===== src/common/csic_pkg.sv =====
/*
  Shared constants of the clock, standby and interrupt control block:
  divide-select codes, control bit positions, flag positions, reset
  values and cycle counts.
  Assumes one 125 MHz main clock and a synchronous active-high reset.
*/
`default_nettype none

package csic_pkg;

  // ****************************************************************
  // clock and timing
  // ****************************************************************
  localparam int CLK_MHZ = 125;
  localparam int DIV_SWITCH_MAX_CYC = 64;   // latest switch, main clocks
  localparam int HALT_EXIT_MAX_MS = 500;    // longest halt via timebase
  // longest time in main clock cycles, an exact product
  localparam longint HALT_EXIT_MAX_CYC = longint'(HALT_EXIT_MAX_MS) * 1000 * CLK_MHZ;
  localparam int TB_PRESCALE_BITS = 7;      // oscillator / 128
  localparam int TB_DIV_BITS = 14;          // frequency divider
  localparam int TB_WIDTH = TB_PRESCALE_BITS + TB_DIV_BITS;
  localparam int DIV_CNT_W = 5;             // longest ratio is 32

  // ****************************************************************
  // divide-select codes
  // ****************************************************************
  localparam logic [1:0] DIV_SEL_32 = 2'h0;
  localparam logic [1:0] DIV_SEL_1 = 2'h1;
  localparam logic [1:0] DIV_SEL_2 = 2'h2;
  localparam logic [1:0] DIV_SEL_RSVD = 2'h3;

  // ****************************************************************
  // control register bit positions (operand 0000 to 1000)
  // ****************************************************************
  localparam int CTL_BITS = 9;
  localparam logic [3:0] CTL_OPND_MAX = 4'h8;
  localparam int CTL_DIV_LO = 0;
  localparam int CTL_DIV_HI = 1;
  localparam int CTL_DEEP_SLEEP = 2;
  localparam int CTL_HOLD_START_WAKE = 3;
  localparam int CTL_HALT_START_WAKE = 4;
  localparam int CTL_MASTER_IE = 5;
  localparam int CTL_HALT_INT_WAKE = 6;
  localparam logic [CTL_BITS-1:0] CTL_RST = 9'h000;

  // ****************************************************************
  // interrupt sources and flag positions
  // ****************************************************************
  localparam int IRQ_NUM = 5;
  localparam int IRQ_EXT0 = 0;
  localparam int IRQ_EXT1 = 1;
  localparam int IRQ_TIMEBASE = 2;
  localparam int IRQ_TIMER1 = 3;
  localparam int IRQ_SERIAL = 4;
  localparam logic [IRQ_NUM-1:0] IRQ_EN_RST = 5'h00;
  localparam logic IRQ_TIMER1_RST = 1'b1;

  // ****************************************************************
  // types
  // ****************************************************************
  typedef enum logic [1:0] {IO_NONE, IO_READ, IO_WRITE} csic_io_type;
  typedef enum logic [1:0] {ST_RUN, ST_HOLD_NOP, ST_HOLD, ST_HALT} csic_state_type;

endpackage

`default_nettype wire


===== src/rtl/csic_clk_div.sv =====
/*
  System clock divider: produces a one-cycle system tick at 1/1, 1/2
  or 1/32 of the main clock.
  Assumes div_sel_in comes from logic on the same clock.
*/
`timescale 1ns/100ps
`default_nettype none

module csic_clk_div (
  // clock and reset
  input wire logic clk_in,
  input wire logic rst_in,
  // control
  input wire logic [1:0] div_sel_in,
  input wire logic run_in,
  // status
  output logic tick_out,
  output logic [1:0] ratio_out
);

  logic [csic_pkg::DIV_CNT_W-1:0] cnt_r;
  logic [1:0] ratio_r;
  logic boundary;
  logic tick_nxt;

  // all ratios tick together at the counter wrap, so a switch there
  // never shortens a system clock period
  assign boundary = (cnt_r == {csic_pkg::DIV_CNT_W{1'b1}});

  // ****************************************************************
  // free-running divide counter
  // ****************************************************************
  always_ff @(posedge clk_in) begin
    if (rst_in) begin
      cnt_r <= '0;
    end else begin
      cnt_r <= cnt_r + 1'b1;
    end
  end

  // new ratio taken only at the wrap, within 32 main clocks
  always_ff @(posedge clk_in) begin
    if (rst_in) begin
      ratio_r <= csic_pkg::DIV_SEL_32;
    end else if (boundary && div_sel_in != csic_pkg::DIV_SEL_RSVD) begin
      ratio_r <= div_sel_in;
    end
  end

  // tick decode per ratio
  always_comb begin
    unique case (ratio_r)
      csic_pkg::DIV_SEL_1: tick_nxt = 1'b1;
      csic_pkg::DIV_SEL_2: tick_nxt = cnt_r[0];
      default: tick_nxt = boundary;
    endcase
  end

  always_ff @(posedge clk_in) begin
    if (rst_in) begin
      tick_out <= 1'b0;
    end else begin
      tick_out <= tick_nxt & run_in;
    end
  end

  assign ratio_out = ratio_r;

endmodule

`default_nettype wire


===== src/rtl/csic_top.sv =====
/*
  Clock, standby and interrupt control of a small microcontroller:
  system clock divide select, halt and hold standby with wake sources,
  timebase watchdog, interrupt enables and the pseudo-port request flags.
  Assumes instruction strobes are one-cycle pulses from the core on the
  same clock; the wake pin arrives asynchronously.
*/
// What this block does
// - system clock is main clock over 32, 1 or 2; code 3 is reserved.
// - divide select resets to over-32 unless the power-on over-1 option is set.
// - new divide setting takes effect within 64 main clocks of the write.
// - with the power-on over-1 option, divide setting writes are ignored.
// - halt ends when the wake pin is high and halt pin-wake is enabled.
// - halt ends on interrupt release when halt interrupt-wake is enabled.
// - timebase 14-bit divider overflow ends halt, within half a second.
// - halt with deep sleep selected enters hold instead.
// - one no-operation instruction cycle runs before hold is entered.
// - hold ends only on reset or wake pin high with hold pin-wake enabled.
// - overflow with timebase flag already set gives watchdog reset, ends halt.
// - watchdog reset exists only when the build option selects it.
// - control bit 5 is master enable; five enables, one bit each, reset zero.
// - entering hold clears all interrupt enables, and all request flags not set by a hardware event in that cycle.
// - bank after port read clears selected flags; after port write sets them.
// - reset clears every request flag except the timer 1 flag.
// - serial flag clears when a serial transfer starts.
// - port bit set or clear after bank leaves request flags alone.
// - control bit set and clear address one bit, operand 0 to 8.
`timescale 1ns/100ps
`default_nettype none

module csic_top #(
  parameter bit POWER_ON_DIV1 = 1'b0,
  parameter bit WATCHDOG_EN = 1'b1,
  parameter int TB_WIDTH = csic_pkg::TB_WIDTH
) (
  // clock and reset
  input wire logic clk_in,
  input wire logic rst_in,
  // control bit instructions
  input wire logic set_control_bit_op_in,
  input wire logic clear_control_bit_op_in,
  input wire logic [3:0] ctl_operand_in,
  // interrupt enable instructions
  input wire logic set_irq_enable_op_in,
  input wire logic clear_irq_enable_op_in,
  input wire logic [2:0] irq_enable_index_in,
  // pseudo-port instructions
  input wire logic port_read_op_in,
  input wire logic port_write_op_in,
  input wire logic bank_op_in,
  input wire logic port_bit_set_op_in,
  input wire logic port_bit_clear_op_in,
  input wire logic [csic_pkg::IRQ_NUM-1:0] acc_select_in,
  // standby and events
  input wire logic halt_op_in,
  input wire logic wake_start_pin_in,
  input wire logic int_release_in,
  input wire logic [csic_pkg::IRQ_NUM-1:0] irq_event_in,
  input wire logic serial_start_in,
  // system clock
  output logic sys_tick_out,
  output logic [1:0] active_ratio_out,
  // control and status
  output logic [csic_pkg::CTL_BITS-1:0] control_out,
  output logic [csic_pkg::IRQ_NUM-1:0] irq_enable_out,
  output logic [csic_pkg::IRQ_NUM-1:0] irq_flags_out,
  output logic halted_out,
  output logic holding_out,
  output logic watchdog_reset_out
);

  // ****************************************************************
  // declarations
  // ****************************************************************
  logic [csic_pkg::CTL_BITS-1:0] ctl_r;
  logic [csic_pkg::IRQ_NUM-1:0] ien_r;
  logic [csic_pkg::IRQ_NUM-1:0] iflag_r;
  logic [csic_pkg::IRQ_NUM-1:0] iflag_nxt;
  logic [TB_WIDTH-1:0] tb_cnt_r;
  logic pin_meta_r;
  logic pin_sync_r;
  logic wdt_r;
  logic halted_r;
  logic holding_r;
  csic_pkg::csic_io_type last_io_r;
  csic_pkg::csic_state_type state_r;
  logic tb_ovf;
  logic wdt_fire;
  logic hold_enter;
  logic halt_wake;
  logic sys_tick;
  logic [1:0] ratio;
  logic ctl_ok;

  // ****************************************************************
  // system clock divider
  // ****************************************************************
  csic_clk_div u_div (
    .clk_in(clk_in),
    .rst_in(rst_in),
    .div_sel_in(ctl_r[csic_pkg::CTL_DIV_HI:csic_pkg::CTL_DIV_LO]),
    .run_in(state_r == csic_pkg::ST_RUN || state_r == csic_pkg::ST_HOLD_NOP),
    .tick_out(sys_tick),
    .ratio_out(ratio)
  );

  // ****************************************************************
  // wake pin synchroniser
  // ****************************************************************
  always_ff @(posedge clk_in) begin
    if (rst_in) begin
      pin_meta_r <= 1'b0;
      pin_sync_r <= 1'b0;
    end else begin
      pin_meta_r <= wake_start_pin_in;
      pin_sync_r <= pin_meta_r;
    end
  end

  // ****************************************************************
  // control register
  // ****************************************************************
  assign ctl_ok = (ctl_operand_in <= csic_pkg::CTL_OPND_MAX);

  // hold entry wipes the master enable along with the source enables
  always_ff @(posedge clk_in) begin
    if (rst_in) begin
      ctl_r <= csic_pkg::CTL_RST;
      ctl_r[csic_pkg::CTL_DIV_LO] <= POWER_ON_DIV1;
    end else if (hold_enter) begin
      ctl_r[csic_pkg::CTL_MASTER_IE] <= 1'b0;
    end else if (ctl_ok && (set_control_bit_op_in || clear_control_bit_op_in)) begin
      // one bit per instruction; locked divide ignores writes
      if (!(POWER_ON_DIV1 && ctl_operand_in <= 4'(csic_pkg::CTL_DIV_HI))) begin
        ctl_r[ctl_operand_in] <= set_control_bit_op_in;
      end
    end
  end

  // ****************************************************************
  // interrupt enable flags
  // ****************************************************************
  always_ff @(posedge clk_in) begin
    if (rst_in) begin
      ien_r <= csic_pkg::IRQ_EN_RST;
    end else if (hold_enter) begin
      ien_r <= '0;
    end else if (irq_enable_index_in < 3'(csic_pkg::IRQ_NUM)) begin
      if (set_irq_enable_op_in) begin
        ien_r[irq_enable_index_in] <= 1'b1;
      end else if (clear_irq_enable_op_in) begin
        ien_r[irq_enable_index_in] <= 1'b0;
      end
    end
  end

  // ****************************************************************
  // pseudo-port sequencing
  // ****************************************************************
  // remembers whether the last port op was a read or a write; a bank
  // consumes it, so a following port bit op never reaches the flags
  always_ff @(posedge clk_in) begin
    if (rst_in) begin
      last_io_r <= csic_pkg::IO_NONE;
    end else if (port_read_op_in) begin
      last_io_r <= csic_pkg::IO_READ;
    end else if (port_write_op_in) begin
      last_io_r <= csic_pkg::IO_WRITE;
    end else if (bank_op_in || port_bit_set_op_in || port_bit_clear_op_in) begin
      last_io_r <= csic_pkg::IO_NONE;
    end
  end

  // ****************************************************************
  // interrupt request flags
  // ****************************************************************
  // per-flag next value; hardware events win over any clear
  always_comb begin
    iflag_nxt = iflag_r;
    for (int i = 0; i < csic_pkg::IRQ_NUM; i++) begin
      if (bank_op_in && last_io_r == csic_pkg::IO_READ && acc_select_in[i]) begin
        iflag_nxt[i] = 1'b0;
      end
      if (bank_op_in && last_io_r == csic_pkg::IO_WRITE && acc_select_in[i]) begin
        iflag_nxt[i] = 1'b1;
      end
      if (hold_enter) begin
        iflag_nxt[i] = 1'b0;
      end
      if (i == csic_pkg::IRQ_SERIAL && serial_start_in) begin
        iflag_nxt[i] = 1'b0;
      end
      if (irq_event_in[i]) begin
        iflag_nxt[i] = 1'b1;
      end
    end
    if (tb_ovf) begin
      iflag_nxt[csic_pkg::IRQ_TIMEBASE] = 1'b1;
    end
  end

  // timer 1 flag comes up set, as reset loads it with IRQ_TIMER1_RST
  always_ff @(posedge clk_in) begin
    if (rst_in) begin
      iflag_r <= '0;
      iflag_r[csic_pkg::IRQ_TIMER1] <= csic_pkg::IRQ_TIMER1_RST;
    end else begin
      iflag_r <= iflag_nxt;
    end
  end

  // ****************************************************************
  // timebase and watchdog
  // ****************************************************************
  // prescale 1/128 then 14-bit divider; the oscillator stops in hold
  always_ff @(posedge clk_in) begin
    if (rst_in) begin
      tb_cnt_r <= '0;
    end else if (state_r != csic_pkg::ST_HOLD) begin
      tb_cnt_r <= tb_cnt_r + 1'b1;
    end
  end

  assign tb_ovf = (state_r != csic_pkg::ST_HOLD) && (&tb_cnt_r);
  // second overflow with the flag still pending means a runaway
  assign wdt_fire = WATCHDOG_EN && tb_ovf && iflag_r[csic_pkg::IRQ_TIMEBASE];

  always_ff @(posedge clk_in) begin
    if (rst_in) begin
      wdt_r <= 1'b0;
    end else begin
      wdt_r <= wdt_fire;
    end
  end

  // ****************************************************************
  // standby state machine
  // ****************************************************************
  assign halt_wake = (pin_sync_r && ctl_r[csic_pkg::CTL_HALT_START_WAKE])
    || (int_release_in && ctl_r[csic_pkg::CTL_HALT_INT_WAKE])
    || tb_ovf || wdt_fire;
  assign hold_enter = (state_r == csic_pkg::ST_HOLD_NOP) && sys_tick;

  always_ff @(posedge clk_in) begin
    if (rst_in) begin
      state_r <= csic_pkg::ST_RUN;
    end else begin
      unique case (state_r)
        csic_pkg::ST_RUN: begin
          if (halt_op_in) begin
            if (ctl_r[csic_pkg::CTL_DEEP_SLEEP]) begin
              state_r <= csic_pkg::ST_HOLD_NOP;
            end else if (!halt_wake) begin
              state_r <= csic_pkg::ST_HALT;
            end
          end
        end
        csic_pkg::ST_HOLD_NOP: begin
          // one more instruction cycle runs as a no-op
          if (sys_tick) begin
            state_r <= csic_pkg::ST_HOLD;
          end
        end
        csic_pkg::ST_HOLD: begin
          // no timebase, no interrupt: only the pin can wake it
          if (pin_sync_r && ctl_r[csic_pkg::CTL_HOLD_START_WAKE]) begin
            state_r <= csic_pkg::ST_RUN;
          end
        end
        csic_pkg::ST_HALT: begin
          if (halt_wake) begin
            state_r <= csic_pkg::ST_RUN;
          end
        end
      endcase
    end
  end

  // ****************************************************************
  // registered status outputs
  // ****************************************************************
  always_ff @(posedge clk_in) begin
    if (rst_in) begin
      halted_r <= 1'b0;
      holding_r <= 1'b0;
    end else begin
      halted_r <= (state_r == csic_pkg::ST_HALT);
      holding_r <= (state_r == csic_pkg::ST_HOLD);
    end
  end

  assign sys_tick_out = sys_tick;
  assign active_ratio_out = ratio;
  assign control_out = ctl_r;
  assign irq_enable_out = ien_r;
  assign irq_flags_out = iflag_r;
  assign halted_out = halted_r;
  assign holding_out = holding_r;
  assign watchdog_reset_out = wdt_r;

endmodule

`default_nettype wire


===== config.mk =====
export PLATFORM = sky130hd
export DESIGN_NAME = csic_top
export DESIGN_NICKNAME = d
export VERILOG_FILES = /design/src/common/csic_pkg.sv /design/src/rtl/csic_clk_div.sv /design/src/rtl/csic_top.sv
export SDC_FILE = /design/constraint.sdc
export NUM_CORES = 1
export LEC_CHECK = 0
export BUFFER_PORTS_ARGS = -buffer_cell sky130_fd_sc_hd__buf_4
export CAP_MARGIN = 15
export CORE_ASPECT_RATIO = 1.2
export CORE_MARGIN = 3
export CORE_UTILIZATION = 30
export DETAILED_ROUTE_END_ITERATION = 16
export PLACE_DENSITY = 0.55
export SLEW_MARGIN = 25
export SYNTH_ARGS = -nofsm -noshare
export SYNTH_HDL_FRONTEND = slang
export SYNTH_SLANG_ARGS = --single-unit

===== constraint.sdc =====
create_clock -name clk_in -period 2.04 [get_ports clk_in]
set_input_delay 0.102 -clock clk_in [delete_from_list [all_inputs] [get_ports clk_in]]
set_output_delay 0.102 -clock clk_in [all_outputs]
set_load 0.05 [all_outputs]

-- Word-level counts from Yosys, hierarchy flattened
Index checks and enable logic that the tools add are counted.
W data, S select, Z words.
- bits in registers: 57
- logic and storage cells: 132
- add/subtract/negate cells: 2
- $lt $le $gt $ge: 6
- equality and inequality tests: 15
- muxes and demuxes: 39
- bitwise logic cells: 5
- reductions and logical operators: 45
- operators by type and width (cell ; number):
    $mux W1 ; 24
    $logic_and A1 B1 Y1 ; 22
    $add A21 B1 Y21 const B ; 1
    $reduce_and A21 Y1 ; 1
    $mux W2 ; 8
    $mux W5 ; 2
    $ne A2 B2 Y1 const B ; 5
    $reduce_bool A5 Y1 ; 2
    $bwmux W9 ; 1
    $eq A2 B2 Y1 const B ; 4
    $pmux W2 S4 ; 1
    $reduce_bool A4 Y1 ; 2
    $logic_or A1 B1 Y1 ; 7
    $eq A2 B1 Y1 const B ; 3
    $reduce_bool A3 Y1 ; 2
    $reduce_or A2 Y1 ; 3
    $add A5 B1 Y5 const B ; 1
    $and A5 B5 Y5 ; 1
    $eq A5 B5 Y1 const B ; 1
    $lt A4 B5 Y1 const B ; 1
    $not A5 Y5 ; 1
    $or A5 B5 Y5 ; 1
    $reduce_and A5 Y1 ; 1
    $demux W1 S4 ; 1
    14 further kinds ; 16

-- Depth between registers and ports, before layout
- word-level depth: 8
- gate-level depth with buffers: 6
- mapped depth without buffers: 6

-- Hierarchy
Synthesis repeated with hierarchy kept, for this count alone.
- cells, all modules: 296
- area, all modules: 2601.2 sq um
- modules (own cells, without submodules) (module ; instances ; cells each ; area an instance (sq um) ; seq. area each (sq um)):
    csic_top ; 1 ; 262 ; 2243.4 ; 980.9
    csic_clk_div ; 1 ; 34 ; 357.8 ; 160.2

-- Worst setup path before layout
Ideal clock, no wire load.
- path type: register to register
- from: register u_div.tick_out
- to: register ctl_r (netlist bit control_out[2])
- library setup time: 0.128 ns
- arrival time: 1.600 ns
- data required time: 1.912 ns
- path slack: 0.312 ns
- cell stages (with the launch flop): 7
- path buffers: 2
- cells stage by stage: dfxtp_1 > and3b_1 > clkbuf_1 > buf_2 > nor4_1 > mux2i_1 > nor2_1
- cells in the longest elaborated chain, start to end: 3
- RTL lines (element ; RTL line ; RTL):
    start, declared ; csic_clk_div.sv:17 ; output logic tick_out,
    start signal, assigned ; csic_clk_div.sv:63 ; tick_out <= tick_nxt & run_in;
    $logic_and A1 B1 Y1 ; csic_top.sv:242 ; assign hold_enter = (state_r == csic_pkg::ST_HOLD_NOP) && sys_tick;
    $not A1 Y1 (no line) ; - ;
    $reduce_and A2 Y1 (no line) ; - ;
    end signal, assigned ; csic_top.sv:128 ; ctl_r <= csic_pkg::CTL_RST;
    end signal, assigned by index ; csic_top.sv:135 ; ctl_r[ctl_operand_in] <= set_control_bit_op_in;
    end, declared ; csic_top.sv:75 ; logic [csic_pkg::CTL_BITS-1:0] ctl_r;
Every way passes these cells.
A chain may end at the register's enable or synchronous reset.

-- Worst setup path after layout
- from: register tb_cnt_r[0]
- to: register state_r[0]
- cells in the longest elaborated chain, start to end: 6
- elaborated cells on any way between the ends: 8
- classes of those cells: eq/ne: 2; reduce/logical: 6
- RTL lines (element ; RTL line ; RTL):
    start, declared ; csic_top.sv:79 ; logic [TB_WIDTH-1:0] tb_cnt_r;
    start signal, assigned ; csic_top.sv:220 ; tb_cnt_r <= tb_cnt_r + 1'b1;
    $reduce_and A21 Y1 * ; csic_top.sv:224 ; assign tb_ovf = (state_r != csic_pkg::ST_HOLD) && (&tb_cnt_r);
    $logic_and A1 B1 Y1 * ; csic_top.sv:224 ;
    $logic_or A1 B1 Y1 / $logic_and A1 B1 Y1 (equally long branches) ; csic_top.sv:241, csic_top.sv:226 ;
    $logic_or A1 B1 Y1 * ; csic_top.sv:241 ; || tb_ovf || wdt_fire;
    $ne A3 B3 Y1 (no line) / $ne A2 B2 Y1 (equally long branches) ; - ;
    $reduce_and A5 Y1 (no line) * ; - ;
    end signal, assigned ; csic_top.sv:246 ; state_r <= csic_pkg::ST_RUN;
    end signal, assigned ; csic_top.sv:252 ; state_r <= csic_pkg::ST_HOLD_NOP;
    end signal, assigned ; csic_top.sv:254 ; state_r <= csic_pkg::ST_HALT;
    end, declared ; csic_top.sv:86 ; csic_pkg::csic_state_type state_r;
Mark *: on every way between the ends. The rest lies on a longest branch, timed or not.

==> qor.csv <==
stage;metric;value;unit
outcome;status;completed;
setup_path;critPathCaptureType;flip-flop;
global_routing;use_met1;14.4;%
setup_path;cp.arrival;1990;ps
routing;wl_per_cell;12.1;um
routing;drc;0;
global_routing;grtUsageTotal;12.8;%
power_and_ir_drop;totalPowerFinal;2560;uW
cts;cts_setup_buffers;0;
routing;drt_first_pass_iters;4;
global_routing;grt_pass1_wl;10.1;mm
power_and_ir_drop;combPwrFrac;15.7;%
yosys;syn_inst;297;
layout;syn_to_final_growth;29.1;%
cts;htree_levels;3;
global_routing;grt_util_met2;22.2;%
yosys;synth_ff_type;dfxtp_1;
setup_path;r2r_setup_slack;280;ps
hold_path;min_from;set_irq_enable_op_in;
layout;antenna_cells;0;
yosys;synth-edff-count;0;
sta;maxSlewViolCount;0;
yosys;synth_area_leaders;dfxtp_1 (44%), nor2_1 (5.4%), a21oi_1 (4.1%);
floorplanning;placeableCoreArea;8240;um2
setup_path;path_max_fanout;6;
sta;min_period_over_period;86.5;%
placed_design;routabilityCongestion;0.750;
layout;utilization;40.4;%
layout;drive_gt1_share;23.1;%
cts;clockRootBuffer;clkbuf_8;
sta;fin_tns_setup;0;ps
sta;fin_worst_skew;7.46;ps
cts;cts_tree;done;
routing;viasPerCell;4.79;
placed_design;io_buffers;56;
hold_path;whs_path_depth;3;
routing;drt-total-wl;5.80;mm
placed_design;dp.cells;455;
global_routing;grt_pass1_vias;2222;
setup_path;cp_cell_sequence;ha_1 > and2_1 > nand4_4 > or4_4 > a22o_1;
layout;fin_nets;395;
yosys;ys_types;47;
power_and_ir_drop;p_int;1860;uW
setup_path;crit-reg2reg-launch;tb_cnt_r[0];
routing;detail-route-antenna-nets;0;
hold_path;hp-class;in2reg;
yosys;synthTopCellsByCount;dfxtp_1 (57), nor2_1 (37), a21oi_1 (21), nand2_1 (21), nor2b_1 (12);
power_and_ir_drop;peakVddDrop;0.227;mV
floorplanning;top_level_ports;57;
yosys;yosysMostFrequentCell;dfxtp_1;
yosys;syn-cell-area;2580;um2
setup_path;regToRegEndpoint;state_r[0];
cts;clock-sinks;57;
yosys;async_flop_share;0;%
power_and_ir_drop;p_seq_share;48.1;%
run;drv_cap;0;
cts;clock_path_buffers;2;
sta;hold_viol_final;0;
sta;fin_crit;1760;ps
setup_path;r2r_cells;5;
global_routing;antenna_found_initial;0;
floorplanning;row_count;36;
yosys;syn-num-nets;334;
power_and_ir_drop;power.net_switching;705;uW
sta;finalSetupViolCount;0;
setup_path;critPathSlowestCell;or4_4;
setup_path;required;2260;ps
floorplanning;dieArea;9760;um2
setup_path;cpPeakStageDelay;530;ps
yosys;netlist.area_leader.share;44.2;%
floorplanning;die_w;90.7;um
placed_design;dpl.hpwl;4.10;mm
yosys;synth-seq-cells;57;
sta;slew_headroom;61.7;%
sta;worst_pin_slew;575;ps
yosys;yosysTopAreaCell;dfxtp_1;
power_and_ir_drop;power.density;768;nW/um2
floorplanning;die_y;108;um
routing;routed-via-count;2287;
global_routing;grt_max_degree;55;
cts;clk_latency;330;ps
global_routing;grtUsageMet3;3.29;%
cts;clk_pin_slew;60;ps
setup_path;critPathKind;reg2reg;
sta;fmax;0.567;GHz
setup_path;cp-start-kind;flip-flop;
global_routing;busiest_layer;met2;
yosys;syn_avg_cell_area;8.69;um2
power_and_ir_drop;swShare;27.5;%
floorplanning;initial_core_util;31.3;%
yosys;ys_seq_area_share;44.2;%
power_and_ir_drop;leakage;0.00131;uW
layout;fin_cells;477;
sta;rsz0062_at_grt;false;
yosys;yosysWarnings;0;
global_routing;grt_overflow;0;
routing;first_iter_violations;116;
cts;cts_buffers;9;
power_and_ir_drop;clkPwrFrac;36.3;%
## how the worst max path moves through the flow
stage                endpoint  slack [ps]      startpoint  cells past startpoint
6_report           state_r[0]         280     tb_cnt_r[0]                      5
3_3_place_gp       state_r[0]         320     tb_cnt_r[0]                      5
4_1_cts            state_r[0]         260     tb_cnt_r[0]                      5
5_1_grt            state_r[0]         160     tb_cnt_r[1]                      5
2_1_floorplan  control_out[2]         310  u_div.tick_out                      6
3_5_place_dp       state_r[0]         270     tb_cnt_r[0]                      5
## layer usage
metal  part of all wire, %  vias to the layer above
li1                      -                     1191
met1                    45                     1032
met2                    48                       53
met3                   5.1                       11
met4                   1.9                        0
met5                     0                        -
## registers in the layout, indices dropped and copies added (netlist names), named ones only
name and cells:
u_div.tick_out 1, state_r 2, halted_out 1, holding_out 1, last_io_r 2, irq_flags_out 5, u_div.cnt_r 5, watchdog_reset_out 1
tb_cnt_r 21, control_out 9, pin_meta_r 1, u_div.ratio_out 2, pin_sync_r 1
## final cells by class
type | instances | area, um2
multi-input cells | 216 | 1340
well taps | 114 | 143
clock buffers | 13 | 159
flip-flops and latches | 57 | 1140
fillers | 857 | 4910
clock inverters | 3 | 15.0
inverters | 9 | 33.8
repair buffers | 65 | 503
## power by group through the flow
stage	combinational (uW)	sequential (uW)	clock (uW)
4_1_cts	407	1230	964
3_5_place_dp	395	1260	0
3_3_place_gp	385	1250	0
2_1_floorplan	213	1300	0
6_report	401	1230	928
5_1_grt	448	1240	1010
## timing repair
item,4_1_cts,5_1_grt
hold buffers,6,0
endpoints found under the hold margin,7,0
resized for setup,0,0
## logic make-up after synthesis
| family | count (synthesis) | share of synthesized area, % |
|---|---|---|
| buffers and inverters | 24 | 3.93 |
| xor gates and xnor gates | 10 | 3.39 |
| adders and majority gates | 5 | 2.42 |
| muxes | 11 | 4.36 |
| and+or+nand+nor | 131 | 27.2 |
| DFF | 57 | 44.2 |
| AOI/OAI and AO/OA | 59 | 14.5 |
## through the flow
stage          cell area, um2  hold WS, ps  setup slack, ps
2_1_floorplan            2580          181              312
3_3_place_gp             3100          281              321
3_5_place_dp             3100          284              269
4_1_cts                  3330         16.8              256
5_1_grt                  3330         23.9              163
6_report                 3330         29.8              275
## cells in the final DEF, fill, tap and decap left out, types with 10 or more instances in the layout
cell type,netlist,routed
nand3_1,10,10
nand2_1,21,21
a21oi_1,21,21
buf_4,0,59
dfxtp_1,57,57
clkbuf_8,0,11
nor2b_1,12,12
o21ai_0,11,11
nor2_1,37,37
## worst max-delay path, delay by kind of cell (launching register included)
family                   cells  cell delay (ps)
flip-flops                   1              360
adder cells (fa/ha/maj)      1              190
AO/OA/AOI/OAI                1              210
AND/OR/NAND/NOR              3              900
Note: power is estimated with default switching activity, not from simulation.
